===== src/design/cst_pkg.sv =====
// Constants, register map and carrier types of the capture unit.
// Assumes a 32-bit APB master and a single 250 MHz clock.
package cst_pkg;
   localparam int NMOD = 5;
   localparam int NTMR = 3;
   localparam int NENH = 3;
   localparam int CLK_MHZ = 250;

   // Byte addresses
   localparam logic [7:0] A_CTRL0 = 8'h00;
   localparam logic [7:0] A_VALH0 = 8'h20;
   localparam logic [7:0] A_VALL0 = 8'h24;
   localparam logic [7:0] A_TSELA = 8'h50;
   localparam logic [7:0] A_TSELB = 8'h54;
   localparam logic [7:0] A_IEN1 = 8'h58;
   localparam logic [7:0] A_IEN2 = 8'h5c;
   localparam logic [7:0] A_IEN4 = 8'h60;
   localparam logic [7:0] A_FLG1 = 8'h64;
   localparam logic [7:0] A_FLG2 = 8'h68;
   localparam logic [7:0] A_FLG4 = 8'h6c;
   localparam logic [7:0] A_TCFG0 = 8'h70;
   localparam logic [7:0] A_TCNT0 = 8'h80;
   localparam logic [7:0] A_DIRD = 8'h90;
   localparam logic [7:0] A_DIRE = 8'h94;
   localparam logic [7:0] STEP_W = 8'h04;
   localparam logic [7:0] STEP_VAL = 8'h08;

   // Implemented bits
   localparam logic [7:0] CTRL_MASK_ENH = 8'hff;
   localparam logic [7:0] CTRL_MASK_STD = 8'h3f;
   localparam logic [7:0] TSELA_MASK = 8'hdb;
   localparam logic [7:0] TSELB_MASK = 8'h0f;
   localparam logic [7:0] TCFG_MASK = 8'h07;
   localparam logic [7:0] DIRE_MASK = 8'h07;
   localparam int TSEL_LSB [NMOD] = '{0, 3, 6, 0, 2};
   localparam int FLG1_BIT = 2;
   localparam int FLG2_BIT = 0;
   localparam int FLG4_MOD0 = 2;
   localparam int TCFG_ON_BIT = 2;

   // Reset values
   localparam logic [7:0] RST_BYTE = 8'h00;
   localparam logic [15:0] RST_WORD = 16'h0000;
   localparam logic [7:0] DIR_RST = 8'hff;

   // Capture modes
   localparam logic [3:0] MODE_FALL = 4'h4;
   localparam logic [3:0] MODE_RISE = 4'h5;
   localparam logic [3:0] MODE_RISE4 = 4'h6;
   localparam logic [3:0] MODE_RISE16 = 4'h7;
   localparam logic [1:0] PRE4_LAST = 2'h3;
   localparam logic [3:0] PRE16_LAST = 4'hf;

   // Time-base clock sources and selection
   localparam logic [1:0] SRC_FOSC = 2'h0;
   localparam logic [1:0] SRC_INSTR = 2'h1;
   localparam logic [1:0] SRC_SOSC = 2'h2;
   localparam logic [1:0] SRC_EXTPIN = 2'h3;
   localparam logic [1:0] INSTR_LAST = 2'h3;
   localparam logic [1:0] TSEL_NONE = 2'h3;

   typedef struct packed {
      logic [1:0] output_config;
      logic [1:0] duty_low_bits;
      logic [3:0] module_mode_select;
   } cst_ctrl_s;

   typedef struct packed {
      logic psel;
      logic penable;
      logic pwrite;
      logic [7:0] paddr;
      logic [31:0] pwdata;
   } cst_apb_req_s;
endpackage : cst_pkg


===== src/design/cst_top.sv =====
// Capture unit: five capture modules, three 16-bit time-base timers, APB slave.
// Assumes pins are synchronous to CLK_I and the master follows APB sequencing.
//
// Added by the designer: the address map and the APB register port.
`timescale 1ns/1ns
module cst_top #(
   parameter bit LARGE_PKG = 1'b1
) (
   input wire logic CLK_I,
   input wire logic SYS_RST_I,
   input wire cst_pkg::cst_apb_req_s APB_REQ_I,
   output logic [31:0] PRDATA_O,
   output logic PREADY_O,
   output logic PSLVERR_O,
   input wire logic SLEEP_I,
   input wire logic [cst_pkg::NMOD-1:0] CAP_PIN_I,
   input wire logic [cst_pkg::NTMR-1:0] SOSC_TICK_I,
   input wire logic [cst_pkg::NTMR-1:0] TIMER_EXT_CLOCK_PIN_I,
   output logic [cst_pkg::NMOD-1:0] CAPTURE_EVENT_FLAG_O,
   output logic [7:0] PORTD_DIR_O,
   output logic [7:0] PORTE_DIR_O
);
   import cst_pkg::*;

   if (NMOD != 5 || NTMR != 3) begin : g_bad_cfg
      $error("cst_top: module or timer count unsupported");
   end

   cst_ctrl_s ctrl_r [NMOD];
   logic [15:0] capv_r [NMOD];
   logic [3:0] presc_r [NMOD];
   logic [NMOD-1:0] pin_d_r;
   logic [NMOD-1:0] flag_r;
   logic [NMOD-1:0] ien_r;
   logic [7:0] tsela_r;
   logic [7:0] tselb_r;
   logic [7:0] tcfg_r [NTMR];
   logic [15:0] tcnt_r [NTMR];
   logic [NTMR-1:0] ext_d_r;
   logic [1:0] div_r;
   logic [7:0] dird_r;
   logic [7:0] dire_r;
   logic pready_r;
   logic pslverr_r;
   logic [31:0] prdata_r;

   logic acc;
   logic wr_fire;
   logic [7:0] wbyte;
   logic [31:0] rd_data;
   logic rd_hit;
   logic [NTMR-1:0] tmr_run;
   logic [NMOD-1:0] cap_evt;
   logic [NMOD-1:0] flag_wr_en;
   logic [NMOD-1:0] flag_wr_val;
   logic [15:0] cap_src [NMOD];

   function automatic logic [7:0] slot(input logic [7:0] base, input logic [7:0] step,
                                       input int idx);
      slot = base + 8'(idx) * step;
   endfunction : slot

   function automatic logic [7:0] ctrl_mask(input int m);
      ctrl_mask = (m < NENH) ? CTRL_MASK_ENH : CTRL_MASK_STD;
   endfunction : ctrl_mask

   function automatic logic [1:0] tsel_of(input logic [7:0] a, input logic [7:0] b,
                                          input int m);
      tsel_of = (m < NENH) ? a[TSEL_LSB[m] +: 2] : b[TSEL_LSB[m] +: 2];
   endfunction : tsel_of

   function automatic logic is_cap_mode(input logic [3:0] mode);
      is_cap_mode = (mode == MODE_FALL) || (mode == MODE_RISE) ||
                    (mode == MODE_RISE4) || (mode == MODE_RISE16);
   endfunction : is_cap_mode

   assign acc = APB_REQ_I.psel && APB_REQ_I.penable;
   assign wr_fire = acc && APB_REQ_I.pwrite && PREADY_O;
   assign wbyte = APB_REQ_I.pwdata[7:0];

   // Read decode; write decode below uses the same slots
   always_comb begin
      rd_data = 32'h0000_0000;
      rd_hit = 1'b0;
      for (int m = 0; m < NMOD; m++) begin
         if (APB_REQ_I.paddr == slot(A_CTRL0, STEP_W, m)) begin
            rd_hit = 1'b1;
            rd_data[7:0] = ctrl_r[m];
         end
         if (APB_REQ_I.paddr == slot(A_VALH0, STEP_VAL, m)) begin
            rd_hit = 1'b1;
            rd_data[7:0] = capv_r[m][15:8];
         end
         if (APB_REQ_I.paddr == slot(A_VALL0, STEP_VAL, m)) begin
            rd_hit = 1'b1;
            rd_data[7:0] = capv_r[m][7:0];
         end
      end
      for (int t = 0; t < NTMR; t++) begin
         if (APB_REQ_I.paddr == slot(A_TCFG0, STEP_W, t)) begin
            rd_hit = 1'b1;
            rd_data[7:0] = tcfg_r[t];
         end
         if (APB_REQ_I.paddr == slot(A_TCNT0, STEP_W, t)) begin
            rd_hit = 1'b1;
            rd_data[15:0] = tcnt_r[t];
         end
      end
      if (APB_REQ_I.paddr == A_TSELA) begin
         rd_hit = 1'b1;
         rd_data[7:0] = tsela_r;
      end
      if (APB_REQ_I.paddr == A_TSELB) begin
         rd_hit = 1'b1;
         rd_data[7:0] = tselb_r;
      end
      if (APB_REQ_I.paddr == A_IEN1) begin
         rd_hit = 1'b1;
         rd_data[FLG1_BIT] = ien_r[0];
      end
      if (APB_REQ_I.paddr == A_IEN2) begin
         rd_hit = 1'b1;
         rd_data[FLG2_BIT] = ien_r[1];
      end
      if (APB_REQ_I.paddr == A_IEN4) begin
         rd_hit = 1'b1;
         rd_data[2:0] = ien_r[NMOD-1:FLG4_MOD0];
      end
      if (APB_REQ_I.paddr == A_FLG1) begin
         rd_hit = 1'b1;
         rd_data[FLG1_BIT] = flag_r[0];
      end
      if (APB_REQ_I.paddr == A_FLG2) begin
         rd_hit = 1'b1;
         rd_data[FLG2_BIT] = flag_r[1];
      end
      if (APB_REQ_I.paddr == A_FLG4) begin
         rd_hit = 1'b1;
         rd_data[2:0] = flag_r[NMOD-1:FLG4_MOD0];
      end
      if (APB_REQ_I.paddr == A_DIRD) begin
         rd_hit = 1'b1;
         rd_data[7:0] = dird_r;
      end
      if (APB_REQ_I.paddr == A_DIRE) begin
         rd_hit = 1'b1;
         rd_data[7:0] = dire_r;
      end
   end

   // Two wait states; writes wait for PREADY_O so they land with the master's sample
   always_ff @(posedge CLK_I) begin
      if (SYS_RST_I) begin
         pready_r <= 1'b0;
         pslverr_r <= 1'b0;
         prdata_r <= 32'h0000_0000;
      end else if (acc && !pready_r && !PREADY_O) begin
         pready_r <= 1'b1;
         pslverr_r <= !rd_hit;
         prdata_r <= APB_REQ_I.pwrite ? 32'h0000_0000 : rd_data;
      end else begin
         pready_r <= 1'b0;
         pslverr_r <= 1'b0;
      end
   end

   always_ff @(posedge CLK_I) begin
      if (SYS_RST_I) begin
         for (int m = 0; m < NMOD; m++) begin
            ctrl_r[m] <= RST_BYTE;
         end
      end else if (wr_fire) begin
         for (int m = 0; m < NMOD; m++) begin
            if (APB_REQ_I.paddr == slot(A_CTRL0, STEP_W, m)) begin
               ctrl_r[m] <= wbyte & ctrl_mask(m);
            end
         end
      end
   end

   always_ff @(posedge CLK_I) begin
      if (SYS_RST_I) begin
         tsela_r <= RST_BYTE;
         tselb_r <= RST_BYTE;
         ien_r <= '0;
      end else if (wr_fire) begin
         if (APB_REQ_I.paddr == A_TSELA) begin
            tsela_r <= wbyte & TSELA_MASK;
         end
         if (APB_REQ_I.paddr == A_TSELB) begin
            tselb_r <= wbyte & TSELB_MASK;
         end
         if (APB_REQ_I.paddr == A_IEN1) begin
            ien_r[0] <= wbyte[FLG1_BIT];
         end
         if (APB_REQ_I.paddr == A_IEN2) begin
            ien_r[1] <= wbyte[FLG2_BIT];
         end
         if (APB_REQ_I.paddr == A_IEN4) begin
            ien_r[NMOD-1:FLG4_MOD0] <= wbyte[2:0];
         end
      end
   end

   // Direction registers only exist on the larger package
   always_ff @(posedge CLK_I) begin
      if (SYS_RST_I) begin
         dird_r <= LARGE_PKG ? DIR_RST : RST_BYTE;
         dire_r <= LARGE_PKG ? (DIR_RST & DIRE_MASK) : RST_BYTE;
      end else if (wr_fire && LARGE_PKG) begin
         if (APB_REQ_I.paddr == A_DIRD) begin
            dird_r <= wbyte;
         end
         if (APB_REQ_I.paddr == A_DIRE) begin
            dire_r <= wbyte & DIRE_MASK;
         end
      end
   end

   // Instruction-clock enable: one pulse every fourth system cycle
   always_ff @(posedge CLK_I) begin
      if (SYS_RST_I) begin
         div_r <= 2'h0;
      end else begin
         div_r <= div_r + 2'h1;
      end
   end

   always_ff @(posedge CLK_I) begin
      if (SYS_RST_I) begin
         ext_d_r <= '0;
      end else begin
         ext_d_r <= TIMER_EXT_CLOCK_PIN_I;
      end
   end

   always_comb begin
      for (int t = 0; t < NTMR; t++) begin
         logic tick;
         logic [1:0] src;
         tick = 1'b0;
         src = tcfg_r[t][1:0];
         unique case (src)
            SRC_FOSC: tick = 1'b1;
            SRC_INSTR: tick = (div_r == INSTR_LAST);
            SRC_SOSC: tick = SOSC_TICK_I[t];
            SRC_EXTPIN: tick = TIMER_EXT_CLOCK_PIN_I[t] && !ext_d_r[t];
         endcase
         // Internal clocks stop in sleep; the count is simply held
         tmr_run[t] = tcfg_r[t][TCFG_ON_BIT] && tick &&
                      !(SLEEP_I && (src == SRC_FOSC || src == SRC_INSTR));
      end
   end

   always_ff @(posedge CLK_I) begin
      if (SYS_RST_I) begin
         for (int t = 0; t < NTMR; t++) begin
            tcfg_r[t] <= RST_BYTE;
            tcnt_r[t] <= RST_WORD;
         end
      end else begin
         for (int t = 0; t < NTMR; t++) begin
            if (wr_fire && APB_REQ_I.paddr == slot(A_TCFG0, STEP_W, t)) begin
               tcfg_r[t] <= wbyte & TCFG_MASK;
            end
            if (wr_fire && APB_REQ_I.paddr == slot(A_TCNT0, STEP_W, t)) begin
               tcnt_r[t] <= APB_REQ_I.pwdata[15:0];
            end else if (tmr_run[t]) begin
               tcnt_r[t] <= tcnt_r[t] + 16'h0001;
            end
         end
      end
   end

   always_ff @(posedge CLK_I) begin
      if (SYS_RST_I) begin
         pin_d_r <= '0;
      end else begin
         pin_d_r <= CAP_PIN_I;
      end
   end

   // Event detection per module
   always_comb begin
      for (int m = 0; m < NMOD; m++) begin
         logic [1:0] sel;
         logic [3:0] mode;
         logic attached;
         logic rise;
         logic fall;
         sel = tsel_of(tsela_r, tselb_r, m);
         mode = ctrl_r[m].module_mode_select;
         rise = CAP_PIN_I[m] && !pin_d_r[m];
         fall = !CAP_PIN_I[m] && pin_d_r[m];
         attached = 1'b0;
         cap_src[m] = RST_WORD;
         if (sel != TSEL_NONE) begin
            attached = tcfg_r[sel][TCFG_ON_BIT];
            cap_src[m] = tcnt_r[sel];
         end
         cap_evt[m] = 1'b0;
         if (attached) begin
            unique case (mode)
               MODE_FALL: cap_evt[m] = fall;
               MODE_RISE: cap_evt[m] = rise;
               MODE_RISE4: cap_evt[m] = rise && presc_r[m][1:0] == PRE4_LAST;
               MODE_RISE16: cap_evt[m] = rise && presc_r[m] == PRE16_LAST;
               default: cap_evt[m] = 1'b0;
            endcase
         end
      end
   end

   // Prescaler survives a ratio change, so switching ratios can fire early
   always_ff @(posedge CLK_I) begin
      if (SYS_RST_I) begin
         for (int m = 0; m < NMOD; m++) begin
            presc_r[m] <= 4'h0;
         end
      end else begin
         for (int m = 0; m < NMOD; m++) begin
            if (!is_cap_mode(ctrl_r[m].module_mode_select)) begin
               presc_r[m] <= 4'h0;
            end else if (CAP_PIN_I[m] && !pin_d_r[m] &&
                         (ctrl_r[m].module_mode_select == MODE_RISE4 ||
                          ctrl_r[m].module_mode_select == MODE_RISE16)) begin
               presc_r[m] <= presc_r[m] + 4'h1;
            end
         end
      end
   end

   // Captured value: a capture beats a software write in the same cycle
   always_ff @(posedge CLK_I) begin
      if (SYS_RST_I) begin
         for (int m = 0; m < NMOD; m++) begin
            capv_r[m] <= RST_WORD;
         end
      end else begin
         for (int m = 0; m < NMOD; m++) begin
            if (cap_evt[m]) begin
               capv_r[m] <= cap_src[m];
            end else if (wr_fire && APB_REQ_I.paddr == slot(A_VALH0, STEP_VAL, m)) begin
               capv_r[m][15:8] <= wbyte;
            end else if (wr_fire && APB_REQ_I.paddr == slot(A_VALL0, STEP_VAL, m)) begin
               capv_r[m][7:0] <= wbyte;
            end
         end
      end
   end

   always_comb begin
      flag_wr_en = '0;
      flag_wr_val = '0;
      if (wr_fire) begin
         if (APB_REQ_I.paddr == A_FLG1) begin
            flag_wr_en[0] = 1'b1;
            flag_wr_val[0] = wbyte[FLG1_BIT];
         end
         if (APB_REQ_I.paddr == A_FLG2) begin
            flag_wr_en[1] = 1'b1;
            flag_wr_val[1] = wbyte[FLG2_BIT];
         end
         if (APB_REQ_I.paddr == A_FLG4) begin
            flag_wr_en[NMOD-1:FLG4_MOD0] = 3'h7;
            flag_wr_val[NMOD-1:FLG4_MOD0] = wbyte[2:0];
         end
      end
   end

   // Sticky flags; a capture in the clearing cycle keeps the flag set
   always_ff @(posedge CLK_I) begin
      if (SYS_RST_I) begin
         flag_r <= '0;
      end else begin
         flag_r <= ((flag_r & ~flag_wr_en) | (flag_wr_val & flag_wr_en)) | cap_evt;
      end
   end

   always_ff @(posedge CLK_I) begin
      if (SYS_RST_I) begin
         PRDATA_O <= 32'h0000_0000;
         PREADY_O <= 1'b0;
         PSLVERR_O <= 1'b0;
         CAPTURE_EVENT_FLAG_O <= '0;
         PORTD_DIR_O <= RST_BYTE;
         PORTE_DIR_O <= RST_BYTE;
      end else begin
         PRDATA_O <= prdata_r;
         PREADY_O <= pready_r;
         PSLVERR_O <= pslverr_r;
         CAPTURE_EVENT_FLAG_O <= flag_r;
         PORTD_DIR_O <= dird_r;
         PORTE_DIR_O <= dire_r;
      end
   end
endmodule : cst_top


===== config.mk =====
export PLATFORM = sky130hd
export DESIGN_NAME = cst_top
export DESIGN_NICKNAME = d
export VERILOG_FILES = /design/src/design/cst_pkg.sv /design/src/design/cst_top.sv
export SDC_FILE = /design/constraint.sdc
export NUM_CORES = 1
export LEC_CHECK = 0
export ABC_CLOCK_PERIOD_IN_PS = 2600
export CORE_ASPECT_RATIO = 0.6
export CORE_MARGIN = 5
export CORE_UTILIZATION = 45
export DETAILED_ROUTE_END_ITERATION = 6
export DONT_BUFFER_PORTS = 1
export SYNTH_ARGS = -nofsm -noshare
export SYNTH_HDL_FRONTEND = slang
export SYNTH_SLANG_ARGS = --single-unit

===== constraint.sdc =====
create_clock -name CLK_I -period 2.6 [get_ports CLK_I]
set_clock_uncertainty 0.15 [all_clocks]
set_input_delay 0.39 -clock CLK_I [delete_from_list [all_inputs] [get_ports CLK_I]]
set_output_delay 0.39 -clock CLK_I [all_outputs]
set_load 0.02 [all_outputs]

# After elaboration in Yosys (flattened, before gate mapping)

Memory sizes are Yosys's and may differ from the RTL's. A register that Yosys moved wholly into a read port is not among the register bits.
Index checks and enable logic that the tools add are counted.

Register bits: 125
RAM bits: 197
Bits of input ports: 57
Output and inout bits: 55
Memories kept: 5

Add/sub/neg operators: 9
Eq/ne operators: 75
Mux-type cells: 300
Bitwise operators: 45
Reductions and logical operators: 112

Memory list:

| name    | depth | width | rd ports | clocked after Yosys merged registers in | write ports | line          | RTL |
|---|---|---|---|---|---|---|---|
| capv_r  | 5     | 16    | 5        | 0                                       | 5           | cst_top.sv:30 | `logic [15:0] capv_r [NMOD];` |
| tcnt_r  | 3     | 16    | 8        | 5                                       | 3           | cst_top.sv:38 | `logic [15:0] tcnt_r [NTMR];` |
| ctrl_r  | 5     | 8     | 5        | 0                                       | 5           | cst_top.sv:29 | `cst_ctrl_s ctrl_r [NMOD];` |
| presc_r | 5     | 4     | 5        | 0                                       | 5           | cst_top.sv:31 | `logic [3:0] presc_r [NMOD];` |
| tcfg_r  | 3     | 3     | 8        | 5                                       | 3           | cst_top.sv:37 | `logic [7:0] tcfg_r [NTMR];` |

Operators with widths:

| operator                                                        | number |
|---|---|
| 16-bit 2-to-1 mux                                               | 20 |
| 8-bit 2-to-1 mux                                                | 37 |
| 1-bit 2-to-1 mux                                                | 196 |
| 8-bit by 7-bit == test with 1-bit output, second input constant | 13 |
| 4-bit by 3-bit == test with 1-bit output, second input constant | 20 |
| 8-bit by 6-bit == test with 1-bit output, second input constant | 8 |
| 1-bit logical AND                                               | 58 |
| 16-bit by 1-bit adder with 16-bit output, second input constant | 3 |
| 8-bit == test, second input constant                            | 5 |
| 2-bit 2-to-1 mux                                                | 20 |
| 4-bit 2-to-1 mux                                                | 10 |
| 1-bit bitwise OR                                                | 39 |
| 1-bit case mux with 4 select lines                              | 8 |
| 2-bit == test, second input constant                            | 12 |
| 1-bit logical OR                                                | 23 |
| 3-bit 2-to-1 mux                                                | 7 |
| 4-bit by 1-bit adder with 4-bit output, second input constant   | 5 |
| 4-bit == test, second input constant                            | 5 |
| 1-bit zero test                                                 | 19 |
| 8-bit by 4-bit == test with 1-bit output, second input constant | 2 |
| 2-bit AND reduction                                             | 7 |
| 5-bit AND                                                       | 2 |
| 5-bit 2-to-1 mux                                                | 2 |
| 2-bit inequality test, second input constant                    | 5 |
| 10 further kinds                                                | 15 |

# Depth between registers and ports, before layout

Depth after elaboration: 33
Gate-level depth with buffers: 10
Gate-level depth less buffers: 8

# Worst setup path after synthesis

No wires, ideal clock.

Kind: input to register
Start: input APB_REQ_I[38] (netlist bit)
End: memory tcnt_r[1][0] (enable)
Arrival: 2106 ps
Setup slack: -28 ps
Stages on the path: 7
Cell sequence: buf_2 > or4b_1 > buf_2 > nor2_4 > buf_1 > a21oi_1 > nand2_1

RTL lines:

| item        | line          | RTL |
|---|---|---|
| from (decl) | cst_top.sv:11 | `input wire cst_pkg::cst_apb_req_s APB_REQ_I,` |
| to (decl)   | cst_top.sv:38 |  |

==> flow_metrics.env <==
export IMPL_status="finished with violations"
export IMPL_violations="setup timing"
export IMPL_critPathMaxFanout=8
export IMPL_clk_latency_ns=0.60
export IMPL_layout_drive_gt1_share=0.199
export IMPL_required_ns=2.80
export IMPL_grt_max_degree=82
export IMPL_crit_slowest_cell="edfxtp_1"
export IMPL_die_y_um=163
export IMPL_fmax_mhz=369
export IMPL_final_instance_count_excl_fill=2614
export IMPL_critical_path_class="flip-flop to flip-flop"
export IMPL_synth_top_area_cell="edfxtp_1"
export IMPL_seq_area_frac_synth=0.449
export IMPL_ys_top_cells_by_area="edfxtp_1 33%, dfxtp_1 12%, mux2i_1 7.1%"
export IMPL_first_global_vias=15400
export IMPL_clkPwrFrac=0.388
export IMPL_maxSlewHeadroom=0.146
export IMPL_synth_common_cells="220 x nor2_1, 208 x nand2_1, 193 x edfxtp_1, 173 x a21oi_1, 124 x mux2i_1"
export IMPL_dp_hpwl_mm=52.7
export IMPL_cp_start_kind="flip-flop"
export IMPL_antenna_found_initial=4
export IMPL_max_cap_violations=0
export IMPL_syn_area_um2=17500
export IMPL_h_tree_depth=1
export IMPL_period_needed_ns=2.71
export IMPL_cts_buffers=29
export IMPL_tightest_slew_ns=1.28
export IMPL_synthDistinctLibCells=81
export IMPL_p_sw_frac=0.270
export IMPL_rsz0062_at_grt="true"
export IMPL_cp_startpoint="tcfg_r[0][2]"
export IMPL_r2r_slack_ns=-0.11
export IMPL_place_area_um2=19200
export IMPL_wl_per_cell_um=28.3
export IMPL_drtIter0Drc=2792
export IMPL_internal_power_mw=7.80
export IMPL_path_common_cell="buf_4"
export IMPL_die_area_um2=43100
export IMPL_drt_first_pass_iters=6
export IMPL_nets=2134
export IMPL_place_gp_congestion=0.999
export IMPL_finalMaxSlewViolations=0
export IMPL_dieWidth_um=265
export IMPL_ys_ff_latch=296
export IMPL_hold_start="SYS_RST_I"
export IMPL_synth_top_area_share=0.331
export IMPL_tritoncts="built"
export IMPL_synth_async_reset_ratio=0
export IMPL_cts_buffer_depth=3
export IMPL_syn_avg_cell_area_um2=8.98
export IMPL_tns_ns=-4.14
export IMPL_num_io_pins=112
export IMPL_port_buffers=0
export IMPL_syn_inst=1950
export IMPL_end_kind="flip-flop"
export IMPL_timing_rr_start="tcfg_r[0][2]"
export IMPL_final_area_um2=21200
export IMPL_power_share_sequential=0.500
export IMPL_max_stage_delay_ns=0.45
export IMPL_cp_arrival_ns=2.91
export IMPL_std_cell_rows=56
export IMPL_routed_wl_mm=74.0
export IMPL_fin_ws_ns=-0.108
export IMPL_vias=16700
export IMPL_synthFlopType="edfxtp_1"
export IMPL_cts_sinks=296
export IMPL_setup_viol=60
export IMPL_area_growth_pct=21.2
export IMPL_ant_nets=0
export IMPL_coreArea_um2=38700
export IMPL_grtUsageTotal=0.328
export IMPL_clk_pin_slew_ns=0.07
export IMPL_period_share=1.04
export IMPL_power_switching_mw=2.89
export IMPL_drc_errors=0
export IMPL_ir_drop_mv=0.436
export IMPL_clock_root_buffer="clkbuf_16"
export IMPL_avgViaCountPerCell=6.40
export IMPL_synth_edf_count=193
export IMPL_overflow=0
export IMPL_p_per_area_nw_per_um2=504
export IMPL_hold_class="input pin to flip-flop"
export IMPL_initial_core_util=0.452
export IMPL_hold_viol=0
export IMPL_cp_cell_sequence="buf_6 -> mux2i_4 -> o21ai_2 -> buf_4 -> o211ai_1 -> buf_4 -> nand2_2 -> nor2_2 -> buf_4 -> o211ai_1 -> buf_4 -> a32o_1"
export IMPL_yosysMostFrequentCell="nor2_1"
export IMPL_p_leak_nw=7.66
export IMPL_combPwrFrac=0.112
export IMPL_dp_cells=2512
export IMPL_synth_warnings=0
export IMPL_grt_pass1_wl_mm=105
-- layout make-up --
cell class,instances,area (µm²)
clock inverter,14,77.6
multi-input combinational,1445,9170
timing repair buffer,278,2560
inverter,18,67.6
tap,522,653
sequential,296,7860
antenna,2,5.00
clock buffer,39,816
fill,3527,17500
-- logic make-up after synthesis --
family,count (synthesis),synth area share
other cells,1,0.000214
buf+inv,229,0.0588
simple gates,762,0.216
flops,296,0.449
mux,127,0.0728
xor+xnor,52,0.0260
compound gates,474,0.171
fa+ha+maj,9,0.00643
-- power groups by stage --
| stage | clock [mW] | sequential [mW] | combinational [mW] |
|---|---|---|---|
| CTS | 4.18 | 5.33 | 1.10 |
| finish | 4.14 | 5.35 | 1.20 |
| floorplan | 0 | 5.32 | 0.693 |
| global route | 4.34 | 5.35 | 1.25 |
| detailed placement | 0 | 5.44 | 0.937 |
| global placement | 0 | 5.43 | 0.926 |
-- through the flow --
stage                     worst slack [ns]  hold slack, ns  power, mW   util
after CTS                          0.00160         0.00576       10.6  0.534
after detailed placement            -0.292           0.254       6.37  0.496
after global placement              -0.359           0.248       6.36  0.496
after floorplan                   0.000668           0.240       6.01      -
after global routing                -0.139          0.0217       10.9  0.547
final                               -0.108          0.0312       10.7  0.548
-- cell usage in the layout, fill, tap and decap left out, drive strengths merged, types with 26 or more instances in the layout --
cell type    Yosys  final
mux2i          124    124
dfxtp          103    103
a211oi          26     26
xor2            26     26
xnor2           26     26
nor2b           56     56
edfxtp         193    193
nand3           88     88
nand2          208    208
a21oi          175    175
nor3            43     43
nor2           229    229
o21ai          113    113
clkbuf         120     42
buf             91    246
dlygate4sd3      0     29
-- path summary, 6_finish.rpt --
check / endpoint / cells past startpoint
worst max-delay path: capv_r[4][11] / 12
worst min-delay path: presc_r[4][0] / 2
worst max register to register: capv_r[4][11] / 12
worst min register to register: div_r[0] / 1
-- registers in the layout, summed over array words and instances (netlist names), 8 cells and up, named ones only --
register and flops:
presc_r 20, tcnt_r 48, PRDATA_O 16, prdata_r 16, tcfg_r 9, capv_r 80, PORTD_DIR_O 8, ctrl_r 36
dird_r 8
-- worst max-delay path, delay by kind of cell, from the launching register on --
kind / cells / cell delay (ns)
flip-flops: 1 / 0.45
AO/OA/AOI/OAI: 4 / 0.56
multiplexers: 1 / 0.15
buffers and inverters: 5 / 0.89
AND/OR/NAND/NOR: 2 / 0.26
-- repair_timing --
| item | 4_1_cts | 5_1_grt |
|---|---|---|
| gates cloned | 1 | 3 |
| endpoints found under the setup margin | 80 | 108 |
| hold buffers | 35 | 0 |
| pin swaps | 7 | 39 |
| resized for setup | 22 | 107 |
| setup buffers | 5 | 7 |
| hold endpoints to repair | 251 | 0 |
-- routing by layer --
metal,part of all wire,vias to the layer above,track usage
met3,0.16,201,0.122
met1,0.42,7972,0.499
met2,0.38,1269,0.436
met5,0.00074,-,0
li1,-,7286,-
met4,0.033,8,0.0855
Power figures use the tool's default switching activity.
